`src/logic/odbc_regs.vh`:
```
/*
 Constants for the host-side controller of an eight-channel double-buffered
 converter: register offsets, field positions, reset values, pin timing.
 Assumes a 10 MHz clock and a 32-bit Avalon-MM slave port.
*/
// Function
// - Host drives each channel code on a 13-bit parallel code bus.
// - All four loads together update all eight converter latches at once.
// - Host holds channel select stable while select and write are low.
// - Load low during a write stays low a load pulse time after.
// - Codes are offset binary; two's complement converts by adding 4096.
`ifndef ODBC_REGS_VH
`define ODBC_REGS_VH
// Register byte offsets
`define ODBC_REG_CTRL 4'h0
`define ODBC_REG_CODE 4'h4
`define ODBC_REG_STATUS 4'h8
`define ODBC_REG_LOAD 4'hc
// CTRL fields
`define ODBC_CTRL_WRITE 0
`define ODBC_CTRL_LOAD 1
`define ODBC_CTRL_CLEAR 2
`define ODBC_CTRL_TWOS 3
`define ODBC_CTRL_LDWR 4
// CODE fields
`define ODBC_CODE_LSB 0
`define ODBC_CODE_MSB 12
`define ODBC_CHAN_LSB 16
`define ODBC_CHAN_MSB 18
// STATUS fields
`define ODBC_STAT_BUSY 0
// Reset and code values
`define ODBC_MID_CODE 13'h1000
`define ODBC_TWOS_OFFSET 13'h1000
`define ODBC_LOAD_RESET 4'hf
// Timing, ns and clock
`define ODBC_CLK_NS 100
`define ODBC_T_WR_NS 50
`define ODBC_T_SETUP_NS 50
`define ODBC_T_LD_NS 50
`define ODBC_T_CLR_NS 100
`define ODBC_CYC(ns) (((ns) + `ODBC_CLK_NS - 1) / `ODBC_CLK_NS)
`endif

```
`src/logic/odbc_host.v`:
```
/*
 Host controller for an eight-channel double-buffered converter. Software
 orders writes, loads and clears through Avalon-MM registers; the block
 drives the converter's chip select, write strobe, select lines, code bus,
 pair loads and clear. Assumes the converter keeps its own latch behaviour.
*/
`timescale 1ns/1ps
`default_nettype none
`include "odbc_regs.vh"
module odbc_host #(
    parameter CODE_W = 13,
    parameter N_PAIR = 4
) (
    input wire clk, // 10 MHz clock
    input wire rst_b, // Async reset, active low
    input wire [3:0] avs_address, // Byte address
    input wire avs_read, // Read request
    input wire avs_write, // Write request
    input wire [31:0] avs_writedata, // Write data
    input wire [3:0] avs_byteenable, // Byte lanes
    output reg [31:0] avs_readdata, // Read data
    output reg avs_waitrequest, // Stall
    output reg chip_select_n, // Converter chip select
    output reg write_strobe_n, // Converter write strobe
    output reg channel_select_bit0, // Channel index bit 0
    output reg channel_select_bit1, // Channel index bit 1
    output reg channel_select_bit2, // Channel index bit 2
    output reg [CODE_W-1:0] code_bus, // Parallel code
    output reg load_pair_first_n, // Pair load, channels 1-2
    output reg load_pair_second_n, // Pair load, channels 3-4
    output reg load_pair_third_n, // Pair load, channels 5-6
    output reg load_pair_fourth_n, // Pair load, channels 7-8
    output reg clear_all_n // Clear, active low
);
    // Sequencing overview
    // The converter has no clock of its own: every control pin acts on its
    // level. This block turns each software order into a short, fixed run
    // of pin levels, one clock period per step, so that every minimum pulse
    // width and setup time is met at 10 MHz; the clear pulse exactly, the rest with margin.
    //
    // Write order, cycle 0 being the edge that takes the CTRL write:
    //   cycle 1  chip select low, select lines and code bus driven
    //   cycle 2  write strobe low; the addressed input latch is open
    //   cycle 3  write strobe and chip select high together; the latch
    //            closes on whatever the code bus shows at that moment
    // The select lines and the code bus are not touched again until the
    // next write order, so they stay valid through the whole strobe and
    // beyond it, which covers the hold times at zero cost.
    //
    // Write with pair load, same cycle numbering:
    //   cycle 2  internal load vector low for the addressed pair
    //   cycle 3  pair load pin low (the pin stage adds one register)
    //   cycle 4  internal vector high again
    //   cycle 5  pair load pin high
    // The load pin therefore stays low well after the strobe has risen,
    // so the converter latch captures the settled input latch contents.
    //
    // Load order:
    //   cycle 1  internal vector low for every pair in the mask
    //   cycle 2  pair load pins low, cycle 3 pins high
    //
    // Clear order:
    //   cycle 1  clear low for one period, high again at cycle 2
    //   the stored code returns to mid-scale as the latches do
    //
    // Hazard: the pair load pins trail the internal vector by one cycle.
    // Software must read STATUS busy low and allow one more cycle before
    // relying on the converter outputs; a status poll always takes longer.
    //
    // Timing counts in whole clock periods, rounded up from nanoseconds
    localparam integer CYC_SETUP = `ODBC_CYC(`ODBC_T_SETUP_NS);
    localparam integer CYC_WR = `ODBC_CYC(`ODBC_T_WR_NS);
    localparam integer CYC_LD = `ODBC_CYC(`ODBC_T_LD_NS);
    localparam integer CYC_CLR = `ODBC_CYC(`ODBC_T_CLR_NS);
    // Counts cut to the width of the step counter
    localparam [3:0] C_SETUP = CYC_SETUP[3:0];
    localparam [3:0] C_WR = CYC_WR[3:0];
    localparam [3:0] C_LD = CYC_LD[3:0];
    localparam [3:0] C_CLR = CYC_CLR[3:0];
    // Sequencer states
    localparam [2:0] S_IDLE = 3'h0;
    localparam [2:0] S_SETUP = 3'h1;
    localparam [2:0] S_STROBE = 3'h2;
    localparam [2:0] S_LDHOLD = 3'h3;
    localparam [2:0] S_LOAD = 3'h4;
    localparam [2:0] S_CLEAR = 3'h5;

    reg [2:0] state;
    reg [3:0] count;
    reg [CODE_W-1:0] code_reg;
    reg [2:0] chan_reg;
    reg twos_mode;
    reg [N_PAIR-1:0] load_mask;
    reg [N_PAIR-1:0] load_out_n;
    reg ld_with_wr;
    reg [CODE_W-1:0] next_code;
    reg [N_PAIR-1:0] pair_of_chan;
    wire busy;
    wire bus_wr;
    wire bus_rd;
    wire twos_now;
    genvar gi;

    // Busy covers every sequencer state of every order
    assign busy = (state != S_IDLE);
    // Accesses complete at the edge where waitrequest is low
    assign bus_wr = avs_write & ~avs_waitrequest;
    assign bus_rd = avs_read & ~avs_waitrequest;
    // Mode as it stands for this write: a CTRL write that sets the mode
    // and starts a write in one word must convert with the new mode,
    // because the code bus is loaded at the same edge as the mode bit
    assign twos_now = (bus_wr && (avs_address == `ODBC_REG_CTRL)) ?
        avs_writedata[`ODBC_CTRL_TWOS] : twos_mode;

    // Offset binary conversion when the stored code is two's complement
    // The sum wraps at 13 bits, which is the intended conversion
    always @* begin
        if (twos_now)
            next_code = code_reg + `ODBC_TWOS_OFFSET;
        else
            next_code = code_reg;
    end

    // Pair mask for the addressed channel, index divided by two
    generate
        for (gi = 0; gi < N_PAIR; gi = gi + 1) begin : g_pair
            always @* begin
                pair_of_chan[gi] = (chan_reg[2:1] == gi);
            end
        end
    endgenerate

    // Avalon slave: one wait cycle per access, then the answer
    // Waitrequest rests high; a request seen while it is high drops it
    // for exactly one cycle, and read data are registered at that edge
    // so they stand while waitrequest is low. Reads never stall longer,
    // even while the sequencer is busy: status must stay readable.
    always @(posedge clk or negedge rst_b) begin
        if (!rst_b) begin
            avs_waitrequest <= 1'b1;
            avs_readdata <= 32'h0;
        end else begin
            if ((avs_read | avs_write) & avs_waitrequest)
                avs_waitrequest <= 1'b0;
            else
                avs_waitrequest <= 1'b1;
            if (avs_read & avs_waitrequest) begin
                case (avs_address)
                    `ODBC_REG_CTRL: avs_readdata <=
                        {28'h0, twos_mode, 3'h0};
                    `ODBC_REG_CODE: avs_readdata <=
                        {13'h0, chan_reg, 3'h0, code_reg};
                    `ODBC_REG_STATUS: avs_readdata <= {31'h0, busy};
                    `ODBC_REG_LOAD: avs_readdata <=
                        {{(32-N_PAIR){1'b0}}, load_mask};
                    default: avs_readdata <= 32'h0;
                endcase
            end
        end
    end

    // Registers, sequencer and pin drive
    always @(posedge clk or negedge rst_b) begin
        if (!rst_b) begin
            state <= S_IDLE;
            count <= 4'h0;
            code_reg <= `ODBC_MID_CODE;
            chan_reg <= 3'h0;
            twos_mode <= 1'b0;
            load_mask <= `ODBC_LOAD_RESET;
            load_out_n <= {N_PAIR{1'b1}};
            ld_with_wr <= 1'b0;
            chip_select_n <= 1'b1;
            write_strobe_n <= 1'b1;
            channel_select_bit0 <= 1'b0;
            channel_select_bit1 <= 1'b0;
            channel_select_bit2 <= 1'b0;
            code_bus <= `ODBC_MID_CODE;
            clear_all_n <= 1'b1;
            load_pair_first_n <= 1'b1;
            load_pair_second_n <= 1'b1;
            load_pair_third_n <= 1'b1;
            load_pair_fourth_n <= 1'b1;
        end else begin
            // Register writes take effect only while idle
            // A write during a running order is acknowledged and dropped,
            // so software cannot move the code or select lines mid-strobe
            if (bus_wr && !busy && avs_byteenable[0]) begin
                if (avs_address == `ODBC_REG_CODE) begin
                    code_reg <= avs_writedata[`ODBC_CODE_MSB:`ODBC_CODE_LSB];
                    chan_reg <= avs_writedata[`ODBC_CHAN_MSB:`ODBC_CHAN_LSB];
                end
                if (avs_address == `ODBC_REG_LOAD)
                    load_mask <= avs_writedata[N_PAIR-1:0];
                if (avs_address == `ODBC_REG_CTRL) begin
                    twos_mode <= avs_writedata[`ODBC_CTRL_TWOS];
                    // Clear wins over write, write over load
                    if (avs_writedata[`ODBC_CTRL_CLEAR]) begin
                        state <= S_CLEAR;
                        count <= C_CLR;
                        clear_all_n <= 1'b0;
                        code_reg <= `ODBC_MID_CODE;
                    end else if (avs_writedata[`ODBC_CTRL_WRITE]) begin
                        // Select lines and code settle before strobing
                        state <= S_SETUP;
                        count <= C_SETUP;
                        ld_with_wr <= avs_writedata[`ODBC_CTRL_LDWR];
                        channel_select_bit0 <= chan_reg[0];
                        channel_select_bit1 <= chan_reg[1];
                        channel_select_bit2 <= chan_reg[2];
                        code_bus <= next_code;
                        chip_select_n <= 1'b0;
                    end else if (avs_writedata[`ODBC_CTRL_LOAD]) begin
                        // Every pair in the mask opens at once
                        state <= S_LOAD;
                        count <= C_LD;
                        load_out_n <= ~load_mask;
                    end
                end
            end else begin
                case (state)
                    S_IDLE: begin
                        count <= 4'h0;
                    end
                    // Chip select is low; strobe once setup has elapsed
                    S_SETUP: begin
                        if (count <= 4'h1) begin
                            state <= S_STROBE;
                            count <= C_WR;
                            write_strobe_n <= 1'b0;
                            if (ld_with_wr)
                                load_out_n <= ~pair_of_chan;
                        end else
                            count <= count - 4'h1;
                    end
                    S_STROBE: begin
                        // Select lines stay fixed for the whole strobe
                        if (count <= 4'h1) begin
                            write_strobe_n <= 1'b1;
                            chip_select_n <= 1'b1;
                            if (ld_with_wr) begin
                                state <= S_LDHOLD;
                                count <= C_LD;
                            end else
                                state <= S_IDLE;
                        end else
                            count <= count - 4'h1;
                    end
                    S_LDHOLD, S_LOAD: begin
                        // Load stays low its pulse time after the strobe
                        if (count <= 4'h1) begin
                            load_out_n <= {N_PAIR{1'b1}};
                            state <= S_IDLE;
                        end else
                            count <= count - 4'h1;
                    end
                    S_CLEAR: begin
                        if (count <= 4'h1) begin
                            clear_all_n <= 1'b1;
                            state <= S_IDLE;
                        end else
                            count <= count - 4'h1;
                    end
                    default: state <= S_IDLE;
                endcase
            end
            // Pin drive follows the internal load vector one cycle later
            // Keeping the pins on their own flip-flops gives glitch-free
            // levels on asynchronous inputs of the converter
            load_pair_first_n <= load_out_n[0];
            load_pair_second_n <= load_out_n[1];
            load_pair_third_n <= load_out_n[2];
            load_pair_fourth_n <= load_out_n[3];
        end
    end
endmodule // odbc_host
`default_nettype wire

```
`config.mk`:
```
export PLATFORM = sky130hd
export DESIGN_NAME = odbc_host
export DESIGN_NICKNAME = d
export VERILOG_FILES = /design/src/logic/odbc_host.v
export VERILOG_INCLUDE_DIRS = /design/src /design/src/logic
export SDC_FILE = /design/constraint.sdc
export NUM_CORES = 1
export LEC_CHECK = 0
export BUFFER_PORTS_ARGS = -buffer_cell sky130_fd_sc_hd__buf_2
export CORE_MARGIN = 2
export CORE_UTILIZATION = 50
export DETAILED_ROUTE_END_ITERATION = 10
export GPL_ROUTABILITY_DRIVEN = 0
export PLACE_DENSITY_LB_ADDON = 0.12
export RECOVER_POWER = 50
export SETUP_SLACK_MARGIN = 0.5
export SLEW_MARGIN = 15
export SYNTH_ARGS = -nofsm -noshare
export SYNTH_HDL_FRONTEND = slang
export SYNTH_SLANG_ARGS = --single-unit
```
`constraint.sdc`:
```
create_clock -name clk -period 2.5 [get_ports clk]
set_clock_uncertainty 0.05 [all_clocks]
set_input_delay 0.5 -clock clk [delete_from_list [all_inputs] [get_ports clk]]
set_output_delay 0.5 -clock clk [all_outputs]
set_load 0.02 [all_outputs]
```
==> metrics.log <==
[metrics] outcome: finished, final reports clean
[metrics] number of antenna violations at the first check in global routing: 0
[metrics] number of flip-flops under the largest register name: 16
[metrics] cell repeated most along the worst path: buf_6
[metrics] layout cells sized above 1: 39.7%
[metrics] average via count per standard cell: 5.25
[metrics] cell type group with the largest total delay on the critical path: simple AND/OR/NAND/NOR gates
[metrics] period utilization: 80.3%
[metrics] count of standard-cell rows: 30
[metrics] cell area after synthesis: 3600 um2
[metrics] Post-CTS Hold Buffers: 0
[metrics] Worst Setup Path Type: reg -> reg
[metrics] largest driver fanout on the critical path: 6
[metrics] maximum number of pins on one net before global-route repair: 74
[metrics] register clock-pin slew on the reported worst setup and hold paths: 0.08 ns
[metrics] setup repair after global routing missed its margin: true
[metrics] Initial DRC Count: 115
[metrics] area of the die: 7900 um2
[metrics] starting utilization of the core area: 52.4%
[metrics] number of sinks on the clock net: 73
[metrics] count of synthesis-stage warnings from yosys: 0
[metrics] average instance area after synthesis: 12.8 um2
[metrics] top achievable clock speed: 498 MHz
[metrics] sequential element share of the synthesized area: 51.3%
[metrics] P per Cell Area: 946 nW/um2
[metrics] total count of hold-check failures in the final report: 0
[metrics] minimum clock period after layout: 2.01 ns
[metrics] endpoint class of the critical path: flip-flop
[metrics] register bit count reported by yosys: 73
[metrics] end of the worst register-to-register path: load_out_n[0]$_DFFE_PN1P_
[metrics] fraction of post-synthesis cell area in the top cell type by area: 38.2%
[metrics] Num CTS Buffers: 9
[metrics] asr flop ratio synth: 100%
[metrics] number of flops mapped to enable cells by yosys: 0
[metrics] path type of the worst min-delay path: in -> async
[metrics] H-Tree Level Count: 3
[metrics] clock tree from TritonCTS: done
[metrics] standby leakage power: 2.10 nW
[metrics] most frequently used flop master after synthesis: dfrtp_1
[metrics] HPWL after DPL: 5.07 mm
[metrics] Setup TNS Final: 0 ns
[metrics] top cell type by total area after synthesis: dfrtp_1
[metrics] launching instance or port of the critical path: count[0]$_DFFE_PN0P_
[metrics] detailed-routing iteration count for the pre-antenna-repair pass: 4
[metrics] area growth from synthesis to final layout: 19.1%
[metrics] Max VDD drop: 0.630 mV
[metrics] aggregate global-route resource usage: 19.5%
[metrics] final setup violation count: 0
[metrics] detail-routed net length per standard cell: 15.6 um
[metrics] first-pass GRT wire length: 11.5 mm
[metrics] grt total ovfl: 0
[metrics] die height: 88.9 um
[metrics] clock root buffer master: clkbuf_8
[metrics] number of cells on the worst reg-to-reg path: 8
[metrics] core region area: 6870 um2
[metrics] Critical Path Slowest Stage Cell: dfrtp_1
[metrics] detailed-route via count: 2,418
[metrics] Critical Path RT: 2.72 ns
[metrics] number of remaining DRC errors: 0
[metrics] sum of routed wire length over all layers: 7.19 mm
[metrics] Worst Path Arrival: 2.23 ns
[metrics] series of cell instances along the critical path: buf_6, ha_4, or2_4, and2_4, a31oi_4, a311oi_4, buf_6, mux2_4
[metrics] count of input and output buffers: 64
[metrics] top cells by area in the synthesized netlist: dfrtp_1 (38%), dfstp_2 (13%), mux2_4 (7.5%)
[metrics] post-detailed-route count of antenna-violating nets: 0
[metrics] worst skew pair latency: 0.35 ns
[metrics] power consumption: 4.06 mW
[metrics] count of pins over their slew limit: 0
[metrics] origin of the critical flop-to-flop path: count[0]$_DFFE_PN0P_
[metrics] Mapped Cells: 281
[metrics] slack of the worst reg-to-reg path: 0.49 ns
[metrics] net count reported at finish: 406
[metrics] via count of the first global-routing pass: 2,236
[metrics] count of buffering cells on the critical path with inverters included: 2
[metrics] Longest Clk Path Bufs: 2
[metrics] num ports: 100
[metrics] # diodes: 0
[metrics] peak per-stage delay on the critical path: 0.41 ns
[metrics] die outline width: 88.9 um
[metrics] number of library cell types mapped by synthesis: 65
[metrics] max_cap viols: 0
[metrics] kind of launch point of the worst setup path: flip-flop
==> Yosys cell counts, types with 4 or more instances <==
cell type and count:
a21oi_1 5, a22o_1 24, a32oi_1 4, buf_4 16, buf_6 6, dfrtp_1 55
dfstp_2 18, inv_1 6, mux2_1 7, mux2_4 18, mux2i_1 7, nand2_1 15
nand3_1 5, nor2_1 11, nor2b_1 4, o21ai_0 6, o21ai_1 8
==> stage by stage <==
step / utilization [%] / area (um2) / worst slack [ns] / instances / hold slack [ns]
after floorplan: - / 3660 / 0.503 / 296 / 0.154
after global placement: 57.3 / 3940 / 0.290 / 436 / 0.307
after detailed placement: 57.3 / 3940 / 0.293 / 436 / 0.310
after CTS: 61.7 / 4240 / 0.501 / 457 / 0.126
after global routing: 62.4 / 4290 / 0.432 / 461 / 0.163
final: 62.4 / 4290 / 0.493 / 461 / 0.154
==> worst reg2reg max path: cells and delay by family (launching register included) <==
kind,cells,cell delay (ns)
buffers and inverters,2,0.29
AND/OR/NAND/NOR,2,0.47
AO/OA/AOI/OAI,2,0.29
flip-flops,1,0.41
multiplexers,1,0.29
adder cells (fa/ha/maj),1,0.14
==> cells in the final DEF (no fill, tap or decap), types with 3 or more instances in the layout <==
cell	n
a22o_1	24
o21ai_1	8
mux2_4	18
dfrtp_1	53
clkbuf_1	15
nor3_1	3
nand3b_1	3
nor2_1	11
nor2b_1	4
a21oi_1	5
buf_2	50
mux2i_1	7
dfstp_1	4
clkbuf_8	10
conb_1	16
a31oi_1	3
buf_4	16
a32oi_1	4
nand3_1	5
dfstp_2	14
o21ai_0	6
inv_1	4
nand2_1	15
bufinv_16	3
mux2_1	7
==> worst max path at each step <==
| stage | end | cells past startpoint |
|---|---|---|
| finish | load_out_n[0]$_DFFE_PN1P_ | 8 |
| global route | load_out_n[2]$_DFFE_PN1P_ | 8 |
| CTS | count[2]$_DFFE_PN0P_ | 7 |
| detailed placement | state[2]$_DFFE_PN0P_ | 6 |
| global placement | state[2]$_DFFE_PN0P_ | 6 |
| floorplan | load_out_n[0]$_DFFE_PN1P_ | 8 |
==> kinds of logic (layout without fill, tap and decap cells) <==
family          count (synthesis)  count (layout)  synth area share (%)
compound gates                 72              72                  16.4
xor+xnor                        1               1                 0.243
fa+ha+maj                       2               2                 0.695
buf+inv                        36             105                  7.64
flops                          73              73                  51.3
mux                            32              32                  11.6
other cells                     1              16                 0.104
simple gates                   64              64                  12.0
==> area by class of cell <==
cell class,count,area (um2)
fillers,573,2580
flip-flops and latches,73,1850
multi-input cells,187,1580
repair buffers,83,465
clock buffers,11,141
well taps,96,120
clock inverters,5,104
inverters,6,22.5
==> power by group <==
part	internal, mW	switching (mW)	total, mW
registers	1.40	0.183	1.59
clock network	0.691	0.425	1.12
logic	0.659	0.696	1.35
total	2.75	1.30	4.06
==> metal layers <==
layer / part of all wire, % / wire, um / global-route usage, % / vias to the layer above
met2: 44 / 3190 / 28.0 / 74
met3: 4.1 / 297 / 3.73 / 11
met1: 50 / 3600 / 29.1 / 1171
li1: - / - / - / 1162
met5: 0 / 0 / 0 / -
met4: 1.4 / 103 / 7.85 / 0
==> repair_timing <==
| action | in CTS | in global routing |
|---|---|---|
| pin swaps | 1 | 9 |
| resized for setup | 6 | 7 |
| endpoints found under the setup margin | 20 | 20 |
| setup buffers | 5 | 4 |
(Power assumes the default switching activity.)
